**src/ccs_pkg.sv**
```systemverilog
// ****************************************************************
// Clock and calibration sequencer constants
// ****************************************************************
package ccs_pkg;

  // ****************************************************************
  // Register offsets (7-bit address space)
  // ****************************************************************
  localparam logic [6:0] ADDR_CAL_DIV = 7'h01;
  localparam logic [6:0] ADDR_GATE = 7'h02;
  localparam logic [6:0] ADDR_PULLUP = 7'h4F;
  localparam logic [6:0] ADDR_LO_CLK = 7'h51;
  localparam logic [6:0] ADDR_LO_DIV = 7'h52;
  localparam logic [6:0] ADDR_CM = 7'h53;
  localparam logic [6:0] ADDR_BIAS = 7'h58;
  localparam logic [6:0] ADDR_GAIN = 7'h5E;
  localparam logic [6:0] ADDR_PHASE = 7'h5F;
  localparam logic [6:0] ADDR_TERM = 7'h7B;
  localparam logic [6:0] ADDR_STATUS = 7'h7C;
  localparam logic [6:0] ADDR_OFFCAL = 7'h7D;
  localparam logic [6:0] ADDR_CAL_CTRL = 7'h7E;

  // ****************************************************************
  // Field positions
  // ****************************************************************
  localparam int unsigned CAL_DIV_LSB = 0;
  localparam int unsigned GATE_BIT = 10;
  localparam int unsigned PULLUP_EN_BIT = 6;
  localparam int unsigned SRC_SEL_BIT = 0;
  localparam int unsigned DIV_EN_LSB = 6;
  localparam int unsigned DIV_A_LSB = 3;
  localparam int unsigned DIV_B_LSB = 0;
  localparam int unsigned CM_LSB = 9;
  localparam int unsigned PULLUP_STR_LSB = 13;
  localparam int unsigned BIAS_LSB = 0;
  localparam int unsigned I_GAIN_LSB = 0;
  localparam int unsigned Q_GAIN_LSB = 8;
  localparam int unsigned PH_MAG_LSB = 9;
  localparam int unsigned PH_POL_BIT = 15;
  localparam int unsigned PH_WIDE_BIT = 15;
  localparam int unsigned FSM_CLR_BIT = 8;
  localparam int unsigned TERM_LSB = 0;
  localparam int unsigned OC_DIV_LSB = 0;
  localparam int unsigned I_EN_BIT = 8;
  localparam int unsigned Q_EN_BIT = 9;
  localparam int unsigned DOUBLER_BIT = 10;
  localparam int unsigned MULTIPLIER_LSB = 11;

  // ****************************************************************
  // Reset values and codes
  // ****************************************************************
  localparam logic [15:0] RST_CAL_DIV = 16'h0808;
  localparam logic [15:0] RST_GATE = 16'h0500;
  localparam logic [1:0] DIV_EN_ON = 2'h3;
  localparam logic [4:0] MULTIPLIER_ONE = 5'h01;
  localparam logic [15:0] CAL_STEPS = 16'h0040;

  typedef struct packed {
    logic we;
    logic re;
    logic [6:0] addr;
    logic [15:0] wdata;
  } ccs_regbus_t;

  typedef enum logic [1:0] {
    CAL_IDLE = 2'b00,
    CAL_RUN = 2'b01,
    CAL_DONE = 2'b10
  } ccs_cal_state_t;

  typedef struct packed {
    ccs_cal_state_t st;
    logic [15:0] cnt;
  } ccs_cal_t;

  typedef struct packed {
    logic [15:0] cnt;
    logic tick;
  } ccs_div_state_t;

  function automatic logic [15:0] ccs_pow2(input logic [2:0] e);
    ccs_pow2 = 16'h0001 << e;
  endfunction

  function automatic logic [15:0] ccs_div_a(input logic [2:0] code);
    unique case (code)
      3'b000: ccs_div_a = 16'h0001;
      3'b001: ccs_div_a = 16'h0002;
      3'b011: ccs_div_a = 16'h0004;
      3'b111: ccs_div_a = 16'h0008;
      default: ccs_div_a = 16'h0010;
    endcase
  endfunction

endpackage

```
**src/ccs_tick_div.sv**
```systemverilog
`timescale 1ns/1ps
`default_nettype none
// ****************************************************************
// Tick divider: one output tick per divisor input ticks
// ****************************************************************
module ccs_tick_div
  import ccs_pkg::*;
(
  input wire logic sys_clk,
  input wire logic reset_n,
  input wire logic en,
  input wire logic in_tick,
  input wire logic [15:0] divisor,
  output logic out_tick
);

  ccs_div_state_t q;
  ccs_div_state_t d;

  // Divisor of zero stops the output rather than dividing by 65536
  always_comb begin
    d = q;
    d.tick = 1'b0;
    if (!en) begin
      d.cnt = 16'h0000;
    end else if (in_tick && (divisor != 16'h0000)) begin
      if (q.cnt >= divisor - 16'h0001) begin
        d.cnt = 16'h0000;
        d.tick = 1'b1;
      end else begin
        d.cnt = q.cnt + 16'h0001;
      end
    end
  end

  always_ff @(posedge sys_clk or negedge reset_n) begin
    if (!reset_n) begin
      q <= '0;
    end else begin
      q <= d;
    end
  end

  assign out_tick = q.tick;

endmodule // ccs_tick_div
`default_nettype wire

```
**src/ccs_sequencer.sv**
```systemverilog
// Behaviour
// - State-machine clock muxed from divided reference or divided LO.
// - Internal mode divides reference by two to exponent field.
// - Reg 82 bits 5:3 first stage, 2:0 second power-of-two stage.
// - First stage codes 0,1,3,7 give 1,2,4,8; others 16.
// - Source select bit one clocks state machine from divided LO.
// - Offset clock is state-machine clock over twice divider field.
// - I and Q offset correction run independently on own enables.
// - Phase trim magnitude bits 14:9, polarity bit 15 of reg 95.
// - Reg 126 bit 15 selects fine or wide phase trim.
// - Gain trim: I in reg 94 bits 7:0, Q in 15:8.
// - Reg 123 bits 1:0 select LO port termination.
// - Inherent sync flagged when VCO multiple, no doubler, multiplier 1.
// - Frames carry read/write, 7-bit address and 16 data bits.
//
// Chosen here: the register offsets and the plain strobed port.
`timescale 1ns/1ps
`default_nettype none
module ccs_sequencer
  import ccs_pkg::*;
(
  input wire logic sys_clk,
  input wire logic reset_n,
  input wire ccs_regbus_t bus,
  output logic [15:0] rdata,
  input wire logic reference_input_tick,
  input wire logic lo_input_tick,
  input wire logic vco_ref_multiple,
  output logic state_machine_clock_tick,
  output logic offset_cal_clock_tick,
  output logic i_cal_busy,
  output logic q_cal_busy,
  output logic i_cal_done,
  output logic q_cal_done,
  output logic [7:0] i_gain_trim,
  output logic [7:0] q_gain_trim,
  output logic [5:0] phase_trim_magnitude,
  output logic phase_trim_polarity,
  output logic phase_trim_wide_range,
  output logic [3:0] common_mode_select,
  output logic if_amp_pullup_enable,
  output logic [2:0] if_amp_pullup_strength,
  output logic [1:0] if_amp_bias_config,
  output logic [1:0] lo_port_termination,
  output logic inherent_sync
);

  // ****************************************************************
  // State
  // ****************************************************************
  typedef struct packed {
    logic [127:0][15:0] regs;
    logic [15:0] rdata;
    logic sm_tick;
    ccs_cal_t i_cal;
    ccs_cal_t q_cal;
    logic i_busy;
    logic i_done;
    logic q_busy;
    logic q_done;
    logic sync;
  } ccs_top_state_t;

  ccs_top_state_t q;
  ccs_top_state_t d;

  logic int_tick;
  logic ext_a_tick;
  logic ext_b_tick;
  logic oc_tick;
  logic ext_en;
  logic int_gate;
  logic src_sel;
  logic [15:0] int_div;
  logic [15:0] ext_a_div;
  logic [15:0] ext_b_div;
  logic [15:0] oc_div;
  logic [15:0] status;

  function automatic ccs_cal_t cal_next(input ccs_cal_t cur,
                                        input logic en,
                                        input logic clr,
                                        input logic tick);
    ccs_cal_t nxt;
    nxt = cur;
    if (clr || !en) begin
      nxt.st = CAL_IDLE;
      nxt.cnt = 16'h0000;
    end else begin
      unique case (cur.st)
        CAL_IDLE: begin
          nxt.st = CAL_RUN;
          nxt.cnt = 16'h0000;
        end
        CAL_RUN: begin
          if (tick) begin
            if (cur.cnt >= CAL_STEPS - 16'h0001) begin
              nxt.st = CAL_DONE;
            end else begin
              nxt.cnt = cur.cnt + 16'h0001;
            end
          end
        end
        CAL_DONE: begin
          nxt.st = CAL_DONE;
        end
        default: begin
          nxt.st = CAL_IDLE;
        end
      endcase
    end
    return nxt;
  endfunction

  // ****************************************************************
  // Clock dividers
  // ****************************************************************
  assign src_sel = q.regs[ADDR_LO_CLK][SRC_SEL_BIT];
  assign int_gate = q.regs[ADDR_GATE][GATE_BIT];
  // Only the full enable code opens the LO path
  assign ext_en = (q.regs[ADDR_LO_CLK][DIV_EN_LSB +: 2] == DIV_EN_ON);
  assign int_div = ccs_pow2(q.regs[ADDR_CAL_DIV][CAL_DIV_LSB +: 3]);
  assign ext_a_div = ccs_div_a(q.regs[ADDR_LO_DIV][DIV_A_LSB +: 3]);
  assign ext_b_div = ccs_pow2(q.regs[ADDR_LO_DIV][DIV_B_LSB +: 3]);
  assign oc_div = {7'h00, q.regs[ADDR_OFFCAL][OC_DIV_LSB +: 8], 1'b0};

  ccs_tick_div u_int_div (
    .sys_clk(sys_clk),
    .reset_n(reset_n),
    .en(int_gate),
    .in_tick(reference_input_tick),
    .divisor(int_div),
    .out_tick(int_tick)
  );

  ccs_tick_div u_ext_a_div (
    .sys_clk(sys_clk),
    .reset_n(reset_n),
    .en(ext_en),
    .in_tick(lo_input_tick),
    .divisor(ext_a_div),
    .out_tick(ext_a_tick)
  );

  ccs_tick_div u_ext_b_div (
    .sys_clk(sys_clk),
    .reset_n(reset_n),
    .en(ext_en),
    .in_tick(ext_a_tick),
    .divisor(ext_b_div),
    .out_tick(ext_b_tick)
  );

  ccs_tick_div u_oc_div (
    .sys_clk(sys_clk),
    .reset_n(reset_n),
    .en(1'b1),
    .in_tick(q.sm_tick),
    .divisor(oc_div),
    .out_tick(oc_tick)
  );

  assign status = {9'h000, q.sync, q.q_done, q.i_done, q.q_busy, q.i_busy,
                   ext_en, src_sel};

  // ****************************************************************
  // Next state
  // ****************************************************************
  always_comb begin
    d = q;
    if (bus.we && (bus.addr != ADDR_STATUS)) begin
      d.regs[bus.addr] = bus.wdata;
    end
    d.rdata = 16'h0000;
    if (bus.re) begin
      d.rdata = (bus.addr == ADDR_STATUS) ? status : q.regs[bus.addr];
    end
    d.sm_tick = src_sel ? ext_b_tick : int_tick;
    d.i_cal = cal_next(q.i_cal, q.regs[ADDR_OFFCAL][I_EN_BIT],
                       q.regs[ADDR_CAL_CTRL][FSM_CLR_BIT], oc_tick);
    d.q_cal = cal_next(q.q_cal, q.regs[ADDR_OFFCAL][Q_EN_BIT],
                       q.regs[ADDR_CAL_CTRL][FSM_CLR_BIT], oc_tick);
    d.i_busy = (d.i_cal.st == CAL_RUN);
    d.i_done = (d.i_cal.st == CAL_DONE);
    d.q_busy = (d.q_cal.st == CAL_RUN);
    d.q_done = (d.q_cal.st == CAL_DONE);
    d.sync = vco_ref_multiple && !q.regs[ADDR_OFFCAL][DOUBLER_BIT] &&
             (q.regs[ADDR_OFFCAL][MULTIPLIER_LSB +: 5] == MULTIPLIER_ONE);
  end

  always_ff @(posedge sys_clk or negedge reset_n) begin
    if (!reset_n) begin
      q <= '0;
      q.regs[ADDR_CAL_DIV] <= RST_CAL_DIV;
      q.regs[ADDR_GATE] <= RST_GATE;
    end else begin
      q <= d;
    end
  end

  // ****************************************************************
  // Outputs
  // ****************************************************************
  assign rdata = q.rdata;
  assign state_machine_clock_tick = q.sm_tick;
  assign offset_cal_clock_tick = oc_tick;
  assign i_cal_busy = q.i_busy;
  assign q_cal_busy = q.q_busy;
  assign i_cal_done = q.i_done;
  assign q_cal_done = q.q_done;
  assign i_gain_trim = q.regs[ADDR_GAIN][I_GAIN_LSB +: 8];
  assign q_gain_trim = q.regs[ADDR_GAIN][Q_GAIN_LSB +: 8];
  assign phase_trim_magnitude = q.regs[ADDR_PHASE][PH_MAG_LSB +: 6];
  assign phase_trim_polarity = q.regs[ADDR_PHASE][PH_POL_BIT];
  assign phase_trim_wide_range = q.regs[ADDR_CAL_CTRL][PH_WIDE_BIT];
  assign common_mode_select = q.regs[ADDR_CM][CM_LSB +: 4];
  assign if_amp_pullup_enable = q.regs[ADDR_PULLUP][PULLUP_EN_BIT];
  assign if_amp_pullup_strength = q.regs[ADDR_CM][PULLUP_STR_LSB +: 3];
  assign if_amp_bias_config = q.regs[ADDR_BIAS][BIAS_LSB +: 2];
  assign lo_port_termination = q.regs[ADDR_TERM][TERM_LSB +: 2];
  assign inherent_sync = q.sync;

  // ****************************************************************
  // Assertions
  // ****************************************************************
  property p_src_mux;
    @(posedge sys_clk) disable iff (!reset_n)
    ##1 1'b1 |-> state_machine_clock_tick ==
      ($past(src_sel) ? $past(ext_b_tick) : $past(int_tick));
  endproperty
  a_src_mux: assert property (p_src_mux)
    else $error("state machine tick does not follow selected source");

  property p_ext_quiet;
    @(posedge sys_clk) disable iff (!reset_n)
    (!ext_en && $past(!ext_en)) ##1 !ext_en |-> !ext_b_tick;
  endproperty
  a_ext_quiet: assert property (p_ext_quiet)
    else $error("disabled LO divider produced an edge");

  property p_gate_off;
    @(posedge sys_clk) disable iff (!reset_n)
    (!int_gate && !src_sel) [*2] |=> !state_machine_clock_tick;
  endproperty
  a_gate_off: assert property (p_gate_off)
    else $error("gated internal path still ticks");

  property p_int_half;
    @(posedge sys_clk) disable iff (!reset_n)
    (int_tick && int_div == 16'h0002) |=> !int_tick;
  endproperty
  a_int_half: assert property (p_int_half)
    else $error("internal divide by two ticked twice in a row");

  property p_div_a_code;
    @(posedge sys_clk) disable iff (!reset_n)
    (q.regs[ADDR_LO_DIV][DIV_A_LSB +: 3] == 3'b010) |->
      ext_a_div == 16'h0010;
  endproperty
  a_div_a_code: assert property (p_div_a_code)
    else $error("first stage code 010 not divide by 16");

  property p_oc_div;
    @(posedge sys_clk) disable iff (!reset_n)
    (q.regs[ADDR_OFFCAL][OC_DIV_LSB +: 8] == 8'h03) |->
      oc_div == 16'h0006;
  endproperty
  a_oc_div: assert property (p_oc_div)
    else $error("offset clock divisor is not twice the field");

  property p_i_idle;
    @(posedge sys_clk) disable iff (!reset_n)
    !q.regs[ADDR_OFFCAL][I_EN_BIT] |=> (!i_cal_busy && !i_cal_done);
  endproperty
  a_i_idle: assert property (p_i_idle)
    else $error("I offset correction active while disabled");

  property p_q_indep;
    @(posedge sys_clk) disable iff (!reset_n)
    (q.regs[ADDR_OFFCAL][I_EN_BIT] && !q.regs[ADDR_OFFCAL][Q_EN_BIT] &&
     !q.regs[ADDR_CAL_CTRL][FSM_CLR_BIT] && !q.i_done && !q.i_busy)
      |=> (i_cal_busy && !q_cal_busy);
  endproperty
  a_q_indep: assert property (p_q_indep)
    else $error("I and Q offset correction not independent");

  property p_gain_wr;
    @(posedge sys_clk) disable iff (!reset_n)
    (bus.we && bus.addr == ADDR_GAIN) |=>
      (i_gain_trim == $past(bus.wdata[7:0]) &&
       q_gain_trim == $past(bus.wdata[15:8]));
  endproperty
  a_gain_wr: assert property (p_gain_wr)
    else $error("gain trim outputs do not follow write");

  property p_wr_rd;
    @(posedge sys_clk) disable iff (!reset_n)
    (bus.we && bus.addr != ADDR_STATUS) ##1
      (bus.re && !bus.we && bus.addr == $past(bus.addr))
      |=> rdata == $past(bus.wdata, 2);
  endproperty
  a_wr_rd: assert property (p_wr_rd)
    else $error("read back differs from written word");

  property p_sync;
    @(posedge sys_clk) disable iff (!reset_n)
    (!vco_ref_multiple) |=> !inherent_sync;
  endproperty
  a_sync: assert property (p_sync)
    else $error("sync flagged without VCO reference multiple");

endmodule // ccs_sequencer
`default_nettype wire

```
**config.mk**
```make
export PLATFORM = sky130hd
export DESIGN_NAME = ccs_sequencer
export DESIGN_NICKNAME = d
export VERILOG_FILES = /design/src/ccs_pkg.sv /design/src/ccs_tick_div.sv /design/src/ccs_sequencer.sv
export SDC_FILE = /design/constraint.sdc
export NUM_CORES = 2
export LEC_CHECK = 0
export ABC_CLOCK_PERIOD_IN_PS = 4400
export BUFFER_PORTS_ARGS = -buffer_cell sky130_fd_sc_hd__buf_2
export CELL_PAD_IN_SITES_DETAIL_PLACEMENT = 0
export CELL_PAD_IN_SITES_GLOBAL_PLACEMENT = 1
export CORE_MARGIN = 2
export CORE_UTILIZATION = 58
export DETAILED_ROUTE_END_ITERATION = 10
export GPL_ROUTABILITY_DRIVEN = 0
export PLACE_DENSITY_LB_ADDON = 0.1
export SYNTH_ARGS = -nofsm -noshare
export SYNTH_HDL_FRONTEND = slang
export SYNTH_SLANG_ARGS = --single-unit
```
**constraint.sdc**
```tcl
create_clock -name sys_clk -period 4.4 [get_ports sys_clk]
set_clock_uncertainty 0.15 [all_clocks]
set_input_delay 0.22 -clock sys_clk [delete_from_list [all_inputs] [get_ports sys_clk]]
set_output_delay 0.22 -clock sys_clk [all_outputs]
set_load 0.1 [all_outputs]
```
==> summary.txt <==
Critical path
  • CP peak stage delay: 0.49 ns
  • Critical path startpoint category: flip-flop
  • CP Cell Sequence: inv_1, nor2_1, a21oi_1, inv_1, ha_1, ha_1, a21o_1, a21o_1, a21oi_1, o211ai_1, a21oi_1, nand3_1, buf_4, nor4_1, a21o_1
  • CP Max Fanout: 16
  • CP max-delay cell: dfrtp_1
  • WS Path Type: reg -> reg
  • CP Capture Type: flip-flop
  • Crit path DAT: 4.52 ns
  • Worst path bufs/invs: 3
  • CP required: 5.05 ns
  • Critical path's top delay family: compound AO/OA/AOI/OAI gates

Yosys
  • Syn avg cell area: 13.47 um2
  • Share of Yosys cell area claimed by the top area cell type: 53.72%
  • Post-synth EDFFs: 0
  • Seq/Total Area, Yosys: 53.82%
  • Syn. warnings: 0
  • Synth area leaders: dfrtp_1 (54%), mux2_2 (24%), mux4_2 (3.8%), a221oi_1 (2.7%), mux2i_1 (1.5%)
  • Synth async-reset ratio: 100.0%
  • Post-Syn Instances: 7507
  • Synth Register Bits: 2174
  • Cell accounting for the most synthesized area: dfrtp_1
  • Post-Syn Area: 101100 um2
  • Synth Flop Type: dfrtp_1
  • Synth cell types: 86

Final layout
  • Share of post-route cells with drive strength above 1: 42.29%
  • Commonest non-fill, non-tap cell in the layout: dfrtp_1
  • Leading cell types in the layout, fill and taps excluded: dfrtp_1 (2170), mux2_2 (2144), buf_4 (350)
  • P&R area growth vs syn: 11.04%
  • Net count, final: 7631
  • FILL cells: 13040
  • Final Cell Area: 112200 um2

CTS
  • CTS clock-pin slew for the worst setup and hold paths: 0.06 ns
  • Hold-fix buffer count after cts: 25
  • CTS Root Cell: clkbuf_16
  • H-Tree Depth: 4
  • CTS max path bufs: 3
  • Post-CTS setup buffers: 0
  • Worst skew pair latency: 0.88 ns
  • Sink Count: 2174
  • Cts repair resizes: 0
  • CTS Buf Count: 224
  • CTS tree: done

Die
  • DIE HEIGHT: 421.5 um
  • Initial Util: 58.28%
  • Die width: 421.5 um
  • Core area: 173400 um2
  • I/O Pins: 89
  • Die area: 177600 um2
  • Rows: 153

Power and ir drop
  • Pwr Density: 415.0 nW/um2
  • Maximum VDD drop: 0.0003903 V
  • Lkg Pwr: 0.05352 uW

Place
  • Post-placement cell area: 104700 um2
  • PortBufs: 88
  • Post-DP HPWL: 209900 um

Timing
  • Final period util: 88.09%
  • Max Transition Viols Final: 0
  • Min Tclk post-route: 3.876 ns
  • Final Hold Fails: 0
  • Relative slew slack: 12.78%
  • Fmax achieved: 258.0 MHz
  • RSZ-0062 raised after global routing: no
  • Slew @ Worst Pin: 1.300 ns
  • Setup tns final: 0 ns
  • # setup viols final: 0

Global route
  • Grt total ovfl: 0
  • Initial antenna violation count: 15
  • First-pass GRT wire length: 486600 um
  • Total GRT Usage: 37.29%
  • Vias in the first global route: 68550
  • Largest net degree at the start of global routing: 152

Route
  • Via-per-instance ratio: 6.818
  • Drt wl/cell: 33.06 um
  • Initial DRC Count: 8020
  • DRT Wirelength: 332200 um
  • Routed Antenna Nets: 0
  • DRC Markers: 0
  • DRT Pass-1 Iters: 6
  • Via count: 68520

Flow run
  • MaxCap Viol Count: 0

Worst hold path
  • Hold crit path type: in -> reg

Run status
  • Status: finished clean
metrics by stage:
step,utilization (%),cells,setup WS (ns),hold slack (ns),power (uW)
finish,64.71,10050,0.5242,0.1144,46580
global route,64.70,10040,0.2138,0.09568,48060
CTS,64.70,10040,0.5755,0.05815,46680
detailed placement,60.35,9602,0.4470,0.1218,27860
global placement,60.35,9602,0.4589,0.1219,27650
floorplan,-,7531,1.487,-0.2256,25750
cell families (layout without fill, tap and decap cells):
kind of cell	count (synthesis)	after routing	synth area share [%]
AOI/OAI and AO/OA	1107	1107	7.916
buffers and inverters	765	947	3.789
DFF	2174	2174	53.82
muxes	2465	2465	29.15
adders and majority gates	73	73	0.9036
xor gates and xnor gates	22	22	0.1906
other	1	36	0.003710
and+or+nand+nor	900	900	4.218
worst paths after layout:
path / slack, ns / endpoint / depth (start not counted) / startpoint
worst max-delay path: 0.52 / u_ext_a_div.q[6]$_DFFE_PN0P_ / 15 / q[1374]$_DFFE_PN0P_
worst min-delay path: 0.11 / q[285]$_DFFE_PN0P_ / 3 / bus[3]
worst max register to register: 0.52 / u_ext_a_div.q[6]$_DFFE_PN0P_ / 15 / q[1374]$_DFFE_PN0P_
worst min register to register: 0.23 / q[2049]$_DFFE_PN0P_ / 0 / q[2049]$_DFFE_PN0P_
max in group asynchronous: 3.10 / q[1492]$_DFFE_PN0P_ / 3 / reset_n
min in group asynchronous: 0.12 / u_ext_a_div.q[15]$_DFFE_PN0P_ / 3 / reset_n
worst reg2reg max path, cell delays in order (launching register included):
cell	delay, ns
dfrtp_1	0.49
inv_1	0.15
nor2_1	0.08
a21oi_1	0.32
inv_1	0.09
ha_1	0.31
ha_1	0.18
a21o_1	0.15
a21o_1	0.16
a21oi_1	0.20
o211ai_1	0.15
a21oi_1	0.21
nand3_1	0.42
buf_4	0.35
nor4_1	0.27
a21o_1	0.12
registers in the layout, summed over array words and instances, names as in the netlist, 3 cells and up:
| signal | count |
|---|---|
| q_gain_trim | 8 |
| phase_trim_magnitude | 6 |
| u_int_div.q | 16 |
| u_ext_a_div.q | 16 |
| if_amp_pullup_strength | 3 |
| u_ext_b_div.q | 16 |
| u_oc_div.q | 16 |
| i_gain_trim | 8 |
| oc_div | 8 |
| common_mode_select | 4 |
| q | 2039 |
| rdata | 16 |
cell usage after synthesis (35+ instances only):
| master | count |
|---|---|
| mux2i_1 | 152 |
| buf_2 | 226 |
| clkbuf_1 | 345 |
| o21ai_0 | 162 |
| nand2_1 | 251 |
| and3_1 | 35 |
| nand3_1 | 66 |
| ha_1 | 73 |
| o22ai_1 | 55 |
| nor2_1 | 276 |
| mux2_2 | 2144 |
| buf_4 | 110 |
| a221oi_1 | 306 |
| a21oi_1 | 180 |
| nor2_2 | 61 |
| nor3_1 | 45 |
| dfrtp_1 | 2170 |
| a21o_1 | 37 |
| mux4_2 | 169 |
| a22oi_1 | 112 |
report_power, final:
group          internal, uW  leakage, uW  switching, uW
Combinational          2150       0.0203           3100
Sequential            21500       0.0296            865
Clock                 10800      0.00360           8130
Total                 34500       0.0535          12100
metal layers:
| layer | share of wire [%] | global-route usage, % | vias up | wire length [um] |
|---|---|---|---|---|
| li1 | - | - | 27820 | - |
| met1 | 41 | 52.01 | 36500 | 136100 |
| met2 | 44 | 55.29 | 3307 | 147300 |
| met3 | 8.9 | 8.573 | 878 | 29620 |
| met4 | 5.8 | 18.46 | 10 | 19150 |
| met5 | 0.020 | 0 | - | 68 |
final cells by class:
class,instances,area [um2],share of cell area (%)
Timing Repair Buffer,503,4437,3.953
Inverter,33,133.9,0.1193
Multi-Input combinational cell,4592,43040,38.35
Clock buffer,363,6808,6.065
Sequential cell,2174,54410,48.47
Clock inverter,48,475.5,0.4236
Tap cell,2325,2909,2.592
Antenna cell,11,27.53,0.02452
Note: power is estimated with default switching activity, not from simulation.
